[config.mk]
export PLATFORM = sky130hd
export DESIGN_NAME = ccr_top
export DESIGN_NICKNAME = d
export VERILOG_FILES = /design/src/verilog/ccr_pkg.sv /design/src/verilog/ccr_sync.sv /design/src/verilog/ccr_top.sv
export SDC_FILE = /design/constraint.sdc
export NUM_CORES = 1
export LEC_CHECK = 0
export BUFFER_PORTS_ARGS = -buffer_cell sky130_fd_sc_hd__buf_2
export CAP_MARGIN = 20
export CORE_ASPECT_RATIO = 0.8
export CORE_MARGIN = 5
export CORE_UTILIZATION = 52
export CTS_BUF_LIST = sky130_fd_sc_hd__clkbuf_16
export CTS_CLUSTER_SIZE = 25
export DETAILED_ROUTE_END_ITERATION = 6
export PLACE_DENSITY = 0.9
export SKIP_LAST_GASP = 1
export SYNTH_ARGS = -nofsm -noshare
export SYNTH_HDL_FRONTEND = slang
export SYNTH_SLANG_ARGS = --single-unit
[constraint.sdc]
create_clock -name core_clk -period 4.4 [get_ports core_clk]
set_input_delay 1.1 -clock core_clk [delete_from_list [all_inputs] [get_ports core_clk]]
set_output_delay 1.1 -clock core_clk [all_outputs]
set_load 0.01 [all_outputs]
[src/verilog/ccr_pkg.sv]
// ccr_pkg: shared constants and types of the core clock and reset release block
package ccr_pkg;

    // ------------------------------------------------------------
    // register map
    // ------------------------------------------------------------
    localparam logic [11:0] CCR_OFS_PWR_CTL = 12'h000;
    localparam logic [11:0] CCR_OFS_STATUS = 12'h004;

    // ------------------------------------------------------------
    // field positions
    // ------------------------------------------------------------
    localparam int CCR_MULT_W = 7;
    localparam int CCR_MULT_LSB = 0;
    localparam int CCR_DIV_LSB = 8;
    localparam int CCR_HALVE_BIT = 10;
    localparam int CCR_ST_RELEASED_BIT = 0;
    localparam int CCR_ST_STRAP_LSB = 1;

    // ------------------------------------------------------------
    // divider codes and reset values
    // ------------------------------------------------------------
    localparam logic [1:0] CCR_DIV_2 = 2'h0;
    localparam logic [1:0] CCR_DIV_4 = 2'h1;
    localparam logic [1:0] CCR_DIV_8 = 2'h2;
    localparam logic [1:0] CCR_DIV_16 = 2'h3;
    localparam logic [4:0] CCR_DIV_VAL_2 = 5'h02;
    localparam logic [4:0] CCR_DIV_VAL_4 = 5'h04;
    localparam logic [4:0] CCR_DIV_VAL_8 = 5'h08;
    localparam logic [4:0] CCR_DIV_VAL_16 = 5'h10;
    // multiplier loaded for each strap code; plain defaults
    localparam logic [6:0] CCR_STRAP_MULT_0 = 7'h08;
    localparam logic [6:0] CCR_STRAP_MULT_1 = 7'h20;
    localparam logic [6:0] CCR_STRAP_MULT_2 = 7'h10;
    localparam logic [6:0] CCR_STRAP_MULT_3 = 7'h08;
    localparam logic [1:0] CCR_STRAP_RST = 2'h0;

    // ------------------------------------------------------------
    // timing counts
    // ------------------------------------------------------------
    localparam int CCR_RELEASE_REF_CYCLES = 4096;
    localparam int CCR_RELEASE_CORE_CYCLES = 2;
    localparam int CCR_CNT_W = 13;

    typedef struct packed {
        logic input_halving_enable;
        logic [1:0] loop_post_divider;
        logic [CCR_MULT_W-1:0] loop_multiplier;
    } ccr_pwr_ctl_s;

    typedef enum logic [1:0] {
        CCR_HELD,
        CCR_COUNT_REF,
        CCR_COUNT_CORE,
        CCR_RUN
    } ccr_state_e;

endpackage : ccr_pkg

[src/verilog/ccr_sync.sv]
// ccr_sync: two-flop synchroniser for asynchronous pin inputs
`timescale 1ns/1ps
module ccr_sync #(
    parameter int WIDTH = 1
) (
    // clock and reset
    input wire logic core_clk,
    input wire logic rst_n,
    // data
    input wire logic [WIDTH-1:0] async_in,
    output logic [WIDTH-1:0] sync_out
);

    logic [WIDTH-1:0] meta;

    always_ff @(posedge core_clk or negedge rst_n) begin
        if (!rst_n) begin
            meta <= '0;
            sync_out <= '0;
        end else begin
            meta <= async_in;
            sync_out <= meta;
        end
    end

endmodule : ccr_sync

[src/verilog/ccr_top.sv]
// ccr_top: loop ratio control, peripheral clock and core reset release timing
//
// Contract
// - reset-time ratio taken from clock ratio straps
// - multiplier loaded from straps, then software-programmable
// - post-divider selectable 2, 4, 8, 16
// - post-divider forced to 2 during reset
// - oscillator 2xMxFin, core = oscillator/divider
// - input halving feeds loop with reference/2
// - peripheral clock period is two core periods
// - core reset held 4096 reference plus 2 core
// - missed setup may add one reference cycle
`timescale 1ns/1ps
module ccr_top (
    // clock and reset
    input wire logic core_clk,
    input wire logic rst_n,
    // device pins
    input wire logic ext_reset_n,
    input wire logic reference_clock_in,
    input wire logic [1:0] clock_ratio_strap_pins,
    // apb slave
    input wire logic psel,
    input wire logic penable,
    input wire logic pwrite,
    input wire logic [11:0] paddr,
    input wire logic [31:0] pwdata,
    output logic [31:0] prdata,
    output logic pready,
    output logic pslverr,
    // loop settings and ratio
    output ccr_pkg::ccr_pwr_ctl_s loop_settings,
    output logic [7:0] vco_ratio,
    output logic [5:0] core_ratio_den,
    // clocks and resets out
    output logic peripheral_clock,
    output logic core_reset_n
);
    import ccr_pkg::*;

    // ------------------------------------------------------------
    // pin synchronisation
    // ------------------------------------------------------------
    logic [3:0] pins_sync;
    logic ext_rst_s;
    logic ref_s;
    logic [1:0] strap_s;

    ccr_sync #(.WIDTH(4)) u_sync (
        .core_clk(core_clk),
        .rst_n(rst_n),
        .async_in({clock_ratio_strap_pins, reference_clock_in, ext_reset_n}),
        .sync_out(pins_sync)
    );

    assign ext_rst_s = pins_sync[0];
    assign ref_s = pins_sync[1];
    assign strap_s = pins_sync[3:2];

    // ------------------------------------------------------------
    // state
    // ------------------------------------------------------------
    ccr_pwr_ctl_s pwr_ctl;
    ccr_pwr_ctl_s next_pwr_ctl;
    logic [1:0] strap;
    logic [1:0] next_strap;
    ccr_state_e state;
    ccr_state_e next_state;
    logic [CCR_CNT_W-1:0] cnt;
    logic [CCR_CNT_W-1:0] next_cnt;
    logic ref_d;
    logic ref_rise;
    logic [31:0] next_prdata;
    logic next_peripheral_clock;
    logic next_core_reset_n;
    logic [7:0] next_vco_ratio;
    logic [5:0] next_core_ratio_den;
    logic [4:0] div_val;
    logic [6:0] strap_mult;
    logic wr_en;
    logic addr_ok;

    assign ref_rise = ref_s && !ref_d;
    assign addr_ok = (paddr == CCR_OFS_PWR_CTL) || (paddr == CCR_OFS_STATUS);
    assign wr_en = psel && penable && pwrite && (paddr == CCR_OFS_PWR_CTL);
    assign pready = 1'b1;
    assign pslverr = psel && penable && !addr_ok;

    // ------------------------------------------------------------
    // strap decode and divider decode
    // ------------------------------------------------------------
    always_comb begin
        case (strap_s)
            2'h0: strap_mult = CCR_STRAP_MULT_0;
            2'h1: strap_mult = CCR_STRAP_MULT_1;
            2'h2: strap_mult = CCR_STRAP_MULT_2;
            default: strap_mult = CCR_STRAP_MULT_3;
        endcase
        case (pwr_ctl.loop_post_divider)
            CCR_DIV_2: div_val = CCR_DIV_VAL_2;
            CCR_DIV_4: div_val = CCR_DIV_VAL_4;
            CCR_DIV_8: div_val = CCR_DIV_VAL_8;
            default: div_val = CCR_DIV_VAL_16;
        endcase
    end

    // ------------------------------------------------------------
    // control register and straps
    // ------------------------------------------------------------
    always_comb begin
        next_pwr_ctl = pwr_ctl;
        next_strap = strap;
        if (!ext_rst_s) begin
            next_strap = strap_s;
            next_pwr_ctl.loop_multiplier = strap_mult;
            next_pwr_ctl.loop_post_divider = CCR_DIV_2;
            next_pwr_ctl.input_halving_enable = 1'b0;
        end else if (wr_en) begin
            // limits on the chosen values are left to software
            next_pwr_ctl.loop_multiplier = pwdata[CCR_MULT_LSB +: CCR_MULT_W];
            next_pwr_ctl.loop_post_divider = pwdata[CCR_DIV_LSB +: 2];
            next_pwr_ctl.input_halving_enable = pwdata[CCR_HALVE_BIT];
        end
        // core/ref = 2*M / (D * (halving ? 2 : 1))
        next_vco_ratio = {pwr_ctl.loop_multiplier, 1'b0};
        next_core_ratio_den = pwr_ctl.input_halving_enable ? {div_val, 1'b0}
                                                           : {1'b0, div_val};
    end

    // ------------------------------------------------------------
    // core reset release sequencer
    // ------------------------------------------------------------
    always_comb begin
        next_state = state;
        next_cnt = cnt;
        next_core_reset_n = 1'b0;
        case (state)
            CCR_HELD: begin
                next_cnt = '0;
                if (ext_rst_s) begin
                    next_state = CCR_COUNT_REF;
                end
            end
            CCR_COUNT_REF: begin
                // synchroniser lag may cost one more reference edge
                if (ref_rise) begin
                    next_cnt = cnt + 1'b1;
                end
                if (ref_rise && (cnt == CCR_CNT_W'(CCR_RELEASE_REF_CYCLES - 1))) begin
                    next_state = CCR_COUNT_CORE;
                    next_cnt = '0;
                end
            end
            CCR_COUNT_CORE: begin
                next_cnt = cnt + 1'b1;
                if (cnt == CCR_CNT_W'(CCR_RELEASE_CORE_CYCLES - 1)) begin
                    next_state = CCR_RUN;
                    next_core_reset_n = 1'b1;
                end
            end
            CCR_RUN: begin
                next_core_reset_n = 1'b1;
            end
            default: begin
                next_state = CCR_HELD;
            end
        endcase
        if (!ext_rst_s) begin
            next_state = CCR_HELD;
            next_core_reset_n = 1'b0;
        end
        // divide-by-two of the core clock
        next_peripheral_clock = core_reset_n ? !peripheral_clock : 1'b0;
    end

    // ------------------------------------------------------------
    // apb read data, loaded in the setup cycle
    // ------------------------------------------------------------
    always_comb begin
        next_prdata = prdata;
        if (psel && !penable) begin
            next_prdata = 32'h0000_0000;
            if (paddr == CCR_OFS_PWR_CTL) begin
                next_prdata[CCR_MULT_LSB +: CCR_MULT_W] = pwr_ctl.loop_multiplier;
                next_prdata[CCR_DIV_LSB +: 2] = pwr_ctl.loop_post_divider;
                next_prdata[CCR_HALVE_BIT] = pwr_ctl.input_halving_enable;
            end else if (paddr == CCR_OFS_STATUS) begin
                next_prdata[CCR_ST_RELEASED_BIT] = core_reset_n;
                next_prdata[CCR_ST_STRAP_LSB +: 2] = strap;
            end
        end
    end

    // ------------------------------------------------------------
    // registers
    // ------------------------------------------------------------
    always_ff @(posedge core_clk or negedge rst_n) begin
        if (!rst_n) begin
            pwr_ctl <= '{input_halving_enable: 1'b0, loop_post_divider: CCR_DIV_2,
                       loop_multiplier: CCR_STRAP_MULT_0};
            strap <= CCR_STRAP_RST;
            state <= CCR_HELD;
            cnt <= '0;
            ref_d <= 1'b0;
            prdata <= 32'h0000_0000;
            peripheral_clock <= 1'b0;
            core_reset_n <= 1'b0;
            vco_ratio <= 8'h00;
            core_ratio_den <= 6'h00;
        end else begin
            pwr_ctl <= next_pwr_ctl;
            strap <= next_strap;
            state <= next_state;
            cnt <= next_cnt;
            ref_d <= ref_s;
            prdata <= next_prdata;
            peripheral_clock <= next_peripheral_clock;
            core_reset_n <= next_core_reset_n;
            vco_ratio <= next_vco_ratio;
            core_ratio_den <= next_core_ratio_den;
        end
    end

    assign loop_settings = pwr_ctl;

endmodule : ccr_top

==> results.sh, run 1 <==
export IMPL_portBuffers=65
export IMPL_path_max_fanout=3
export IMPL_hpwl_um=4400
export IMPL_holdWs_ps=344
export IMPL_switching_share_pct=27.1
export IMPL_h_tree_depth=3
export IMPL_slowest_stage="or4_4"
export IMPL_clk_latency_ps=320
export IMPL_core_area_sq_um=5380
export IMPL_cts_made_buffers=9
export IMPL_crit_path_start_kind="input port"
export IMPL_cts_hold_buffers=0
export IMPL_tightest_slew_ps=907
export IMPL_cp_end_kind="primary output"
export IMPL_drt_iter0_markers=157
export IMPL_antenna_found_initial=0
export IMPL_clkPwrFrac_pct=44.3
export IMPL_yosys_warnings=0
export IMPL_power_leakage_uw=0.00177
export IMPL_fin_nets=386
export IMPL_skew_ps=7.10
export IMPL_grt_pass1_vias=2155
export IMPL_seqPwrFrac_pct=40.3
export IMPL_clkTransAtPathRegs_ps=40
export IMPL_hold_class="flip-flop to flip-flop"
export IMPL_cts_setup_buffers=0
export IMPL_ir_worst_vdd_uv=265
export IMPL_powerDensity_nw_per_um2=438
export IMPL_switchingPower_uw=402
export IMPL_yosysUniqueCellTypes=45
export IMPL_fin_crit_sh_pct=75.5
export IMPL_area_growth_pct=19.5
export IMPL_firstDrtPassIters=5
export IMPL_setup_tns_ps=0
export IMPL_synth_seq_area_share_pct=52.9
export IMPL_place_congestion=0.919
export IMPL_layout_commonest_cell="buf_2"
export IMPL_timing_fmax_mhz=301
export IMPL_cts_tree="yes"
export IMPL_critPathMostFrequentCell="buf_2"
export IMPL_drc=0
export IMPL_cpPeakStageDelay_ps=550
export IMPL_maxCapViolCount=0
export IMPL_dieArea_sq_um=7050
export IMPL_cts_root_buf="clkbuf_16"
export IMPL_num_vias=2149
export IMPL_cts_sinks=60
export IMPL_slew_viol_final=0
export IMPL_multi_input_area_sq_um=1170
export IMPL_cp_data_required_time_ps=3300
export IMPL_grt_pass1_wl_um=10300
export IMPL_rows=24
export IMPL_totalWireLength_um=6370
export IMPL_period_minus_slack_ps=3320
export IMPL_setup_viol=0
export IMPL_syn_inst=257
export IMPL_ios=113
export IMPL_synthTopCellsByArea="dfrtp_1 (52%), buf_4 (6.9%), mux2i_1 (4.9%)"
export IMPL_final_cell_mix="buf_2 (65), dfrtp_1 (59), conb_1 (25)"
export IMPL_synth_top_area_share_pct=51.9
export IMPL_cts_resized=0
export IMPL_status="complete, no violations"
export IMPL_start_util_pct=52.9
export IMPL_gr_usage_all_layers_pct=18.8
export IMPL_grt_overflow=0
export IMPL_rsz0062_at_grt="false"
export IMPL_dieWidth_um=92.7
export IMPL_ys_seq_elements=60
export IMPL_fillCellCount=405
export IMPL_wire_per_inst_um=16.2
export IMPL_p_comb_share_pct=15.4
export IMPL_crit_type="input port to primary output"
export IMPL_fp_dieH_um=76.1
export IMPL_p_total_uw=1490
export IMPL_drt_vias_per_instance=5.45
export IMPL_worstPathCellList="buf_2 > or4_4 > nor4_4 > a21oi_1 > buf_2"
export IMPL_ant_nets=0
export IMPL_grt_max_degree=43
export IMPL_arrival_ps=2220
export IMPL_report_final_hold_viol_count=0
export IMPL_cts_path_max_buffers=2
export IMPL_synth_area_sq_um=2840
export IMPL_regArea_sq_um=1500
export IMPL_p_int_uw=1080
export IMPL_synth_area_leader_cell="dfrtp_1"
export IMPL_layout_drive_gt1_share_pct=26.7
export IMPL_slew_headroom_pct=39.5
export IMPL_n_antenna_cell=0
export IMPL_synth_area_per_cell_sq_um=11.1
[layer usage]
layer / vias up / global-route usage, % / wire length, um
met5: - / 0 / 0
met4: 0 / 9.37 / 206
met3: 18 / 5.92 / 562
met2: 117 / 30.5 / 3050
met1: 1032 / 22.5 / 2550
li1: 982 / - / -
[stage by stage]
step | setup slack [ps] | util (%) | instances | area, sq um
after detailed placement | 1080 | 57.9 | 378 | 3110
after global routing | 1030 | 63.2 | 394 | 3400
final | 1080 | 63.2 | 394 | 3400
after global placement | 1100 | 57.9 | 378 | 3110
after CTS | 1070 | 63.2 | 394 | 3400
after floorplan | 1330 | - | 280 | 2930
[synthesized netlist by cell type, drive strengths merged]
master	instances
dfrtp	59
buf	28
nand2	19
o21ai	17
mux2i	14
a21oi	11
nor2	10
nor2b	10
ha	9
nand3	9
inv	8
a22o	7
nand2b	7
nor4	6
clkbuf	5
o31ai	4
and2	3
a211oi	2
a31oi	2
and3	2
conb	2
nand4	2
nor3	2
nor3b	2
o22ai	2
o41ai	2
a21boi	1
a21o	1
a41oi	1
and4	1
dfstp	1
nand3b	1
nand4b	1
nor4b	1
o21a	1
o2bb2ai	1
or2	1
or4	1
xor2	1
[final cells by class]
class,instances,share of cell area [%]
flip-flops and latches,60,44.2
multi-input cells,179,34.3
repair buffers,66,9.79
clock buffers,9,6.63
well taps,65,2.39
clock inverters,7,1.77
inverters,8,0.884
[cell families after synthesis]
| logic type | share of synthesized area (%) |
|---|---|
| buffers and inverters | 9.15 |
| muxes | 4.93 |
| AOI/OAI and AO/OA | 11.6 |
| xor gates and xnor gates | 0.308 |
| DFF | 52.9 |
| adders and majority gates | 3.96 |
| other | 0.264 |
| and+or+nand+nor | 16.9 |
[critical path, delay by kind of cell]
family | cells | cell delay (ps)
buf+inv | 2 | 250
compound gates | 1 | 110
simple gates | 2 | 770
[final timing paths]
path	from	endpoint	slack, ps	cells past startpoint
worst max-delay path	paddr[5]	pslverr	1080	5
worst min-delay path	u_sync.meta[3]$_DFF_PN0_	u_sync.sync_out[3]$_DFF_PN0_	340	0
worst max register to register	state[0]$_DFFE_PN0P_	cnt[8]$_DFFE_PN0P_	2080	6
worst min register to register	u_sync.meta[3]$_DFF_PN0_	u_sync.sync_out[3]$_DFF_PN0_	340	0
max in group asynchronous	rst_n	vco_ratio[5]$_DFF_PN0_	2690	2
min in group asynchronous	rst_n	cnt[5]$_DFFE_PN0P_	910	1
[power groups by stage]
| stage | logic, uW | clock network, uW | registers [uW] |
|---|---|---|---|
| final | 228 | 659 | 600 |
| after global routing | 253 | 700 | 604 |
| after CTS | 227 | 670 | 599 |
| after detailed placement | 221 | 0 | 608 |
| after global placement | 209 | 0 | 607 |
| after floorplan | 167 | 0 | 606 |
[flip-flops by register name, indices dropped and copies added (netlist names)]
register          count
prdata               10
ref_d                 1
core_ratio_den        5
u_sync.meta           4
state                 2
loop_settings        10
u_sync.sync_out       4
strap                 2
peripheral_clock      1
cnt                  13
vco_ratio             7
core_reset_n          1
No activity file was read; power rests on OpenSTA's default activity.
==> run 2: changes to the inputs <==
--- a/config.mk
+++ b/config.mk
@@ -9,11 +9,11 @@
 export CAP_MARGIN = 20
 export CORE_ASPECT_RATIO = 0.8
 export CORE_MARGIN = 5
-export CORE_UTILIZATION = 52
+export CORE_UTILIZATION = 48
 export CTS_BUF_LIST = sky130_fd_sc_hd__clkbuf_16
 export CTS_CLUSTER_SIZE = 25
 export DETAILED_ROUTE_END_ITERATION = 6
-export PLACE_DENSITY = 0.9
+export PLACE_DENSITY = 0.84
 export SKIP_LAST_GASP = 1
 export SYNTH_ARGS = -nofsm -noshare
 export SYNTH_HDL_FRONTEND = slang
==> constraint.sdc (replaced) <==
create_clock -name core_clk -period 3.3 [get_ports core_clk]
set_input_delay 0.825 -clock core_clk [delete_from_list [all_inputs] [get_ports core_clk]]
set_output_delay 0.825 -clock core_clk [all_outputs]
set_load 0.01 [all_outputs]
==> results.sh, run 2 (synthesis results as in run 1) <==
export IMPL_worst_r2r_setup_slack_ps=1040
export IMPL_place_congestion=0.927
export IMPL_cts_sinks=60
export IMPL_power_leakage_uw=0.00179
export IMPL_drt_vias_per_instance=5.22
export IMPL_start_util_pct=48.9
export IMPL_final_cell_mix="buf_2 (65), dfrtp_1 (59), conb_1 (25)"
export IMPL_fin_crit_sh_pct=83.3
export IMPL_r2r_end="cnt[5]$_DFFE_PN0P_"
export IMPL_ir_worst_vdd_uv=382
export IMPL_firstDrtPassIters=4
export IMPL_grt_max_degree=27
export IMPL_slew_viol_final=0
export IMPL_fp_dieH_um=78.8
export IMPL_portBuffers=65
export IMPL_fillCellCount=456
export IMPL_seqPwrFrac_pct=38.2
export IMPL_antenna_found_initial=0
export IMPL_path_max_fanout=3
export IMPL_r2r_cells=6
export IMPL_area_growth_pct=22.2
export IMPL_num_vias=2151
export IMPL_grt_pass1_vias=2065
export IMPL_tightest_slew_ps=699
export IMPL_p_comb_share_pct=14.2
export IMPL_min_path_cells=0
export IMPL_period_minus_slack_ps=2750
export IMPL_rsz0062_at_grt="false"
export IMPL_cts_tree="yes"
export IMPL_cts_root_buf="clkbuf_16"
export IMPL_r2r_start="state[1]$_DFFE_PN0P_"
export IMPL_wire_per_inst_um=15.4
export IMPL_clk_latency_ps=320
export IMPL_gr_usage_all_layers_pct=17.6
export IMPL_crit_path_start_kind="input port"
export IMPL_crit_type="input port to primary output"
export IMPL_dieWidth_um=96.0
export IMPL_p_int_uw=1540
export IMPL_timing_fmax_mhz=364
export IMPL_drc=0
export IMPL_skew_ps=6.89
export IMPL_slew_headroom_pct=52.9
export IMPL_dpl_cell_area_sq_um=3150
export IMPL_hold_class="flip-flop to flip-flop"
export IMPL_maxCapViolCount=0
export IMPL_cts_hold_buffers=0
export IMPL_ios=113
export IMPL_h_tree_depth=3
export IMPL_switchingPower_uw=560
export IMPL_finalInstanceArea_sq_um=3470
export IMPL_layout_commonest_cell="buf_2"
export IMPL_rows=25
export IMPL_hpwl_um=4330
export IMPL_setup_viol=0
export IMPL_layout_drive_gt1_share_pct=27.8
export IMPL_cp_end_kind="primary output"
export IMPL_clkTransAtPathRegs_ps=50
export IMPL_cts_path_max_buffers=2
export IMPL_grt_overflow=0
export IMPL_dieArea_sq_um=7570
export IMPL_cts_setup_buffers=0
export IMPL_switching_share_pct=26.7
export IMPL_powerDensity_nw_per_um2=604
export IMPL_ant_nets=0
export IMPL_hold_end="u_sync.sync_out[1]$_DFF_PN0_"
export IMPL_core_area_sq_um=5820
export IMPL_totalWireLength_um=6360
export IMPL_cts_made_buffers=9
export IMPL_final_util_pct=59.7
export IMPL_min_delay_start="u_sync.meta[1]$_DFF_PN0_"
export IMPL_report_final_hold_viol_count=0
export IMPL_setup_tns_ps=0
export IMPL_status="complete, no violations"
export IMPL_n_antenna_cell=0
export IMPL_cts_resized=0
export IMPL_arrival_ps=1920
export IMPL_grt_pass1_wl_um=10200
export IMPL_drt_iter0_markers=191
export IMPL_clkPwrFrac_pct=47.6
export IMPL_largest_reg_flops=13
export IMPL_critPathLaunch="paddr[5]"
export IMPL_fin_nets=388
export IMPL_cp_data_required_time_ps=2470
export IMPL_regMostFlops="cnt"
run 2: changes by cell type in the layout (fill, tap and decap cells not counted):
cell,previous run,this run
clkinv_2,3,0
clkinv_4,0,3
buf_4,1,3
inv_1,10,8
bufinv_16,1,2
clkinvlp_4,1,2
run 2: final cells by class:
cell class              count  area (sq um)  share of cell area [%]
well taps                  81           101                    2.92
flip-flops and latches     60          1500                    43.2
repair buffers             68           348                    10.0
clock inverters             7           101                    2.92
inverters                   8          30.0                   0.864
clock buffers               9           225                    6.48
multi-input cells         179          1170                    33.6
run 2: power groups by stage:
stage / Combinational (uW) / Clock, uW / Sequential [uW]
3_5_place_dp: 291 / 0 / 812
3_3_place_gp: 281 / 0 / 810
4_1_cts: 298 / 1010 / 800
2_1_floorplan: 223 / 0 / 808
5_1_grt: 330 / 1050 / 805
6_report: 299 / 997 / 801
run 2: how the worst max path moves through the flow:
| stage | end | slack, ps | cells past startpoint |
|---|---|---|---|
| floorplan | pslverr | 780 | 3 |
| global placement | pslverr | 560 | 5 |
| detailed placement | pslverr | 540 | 5 |
| CTS | pslverr | 540 | 5 |
| global route | pslverr | 480 | 5 |
| finish | pslverr | 550 | 5 |
run 2: through the flow:
stage / worst slack, ps / total power, uW / cells / hold slack, ps
2_1_floorplan: 782 / 1030 / 280 / 331
3_3_place_gp: 562 / 1090 / 396 / 333
3_5_place_dp: 544 / 1100 / 396 / 336
4_1_cts: 545 / 2110 / 412 / 347
5_1_grt: 483 / 2190 / 412 / 347
6_report: 551 / 2100 / 412 / 346
run 2: critical path, stage by stage:
cell and delay [ps]:
buf_2 100, or4_4 540, nor4_4 210, a21oi_1 100, buf_2 150
run 2: layer usage:
metal	vias up	wire length (um)	track usage (%)
met3	16	594	5.30
met5	-	0	0
li1	989	-	-
met4	0	154	9.09
met2	109	3130	27.6
met1	1037	2480	21.8
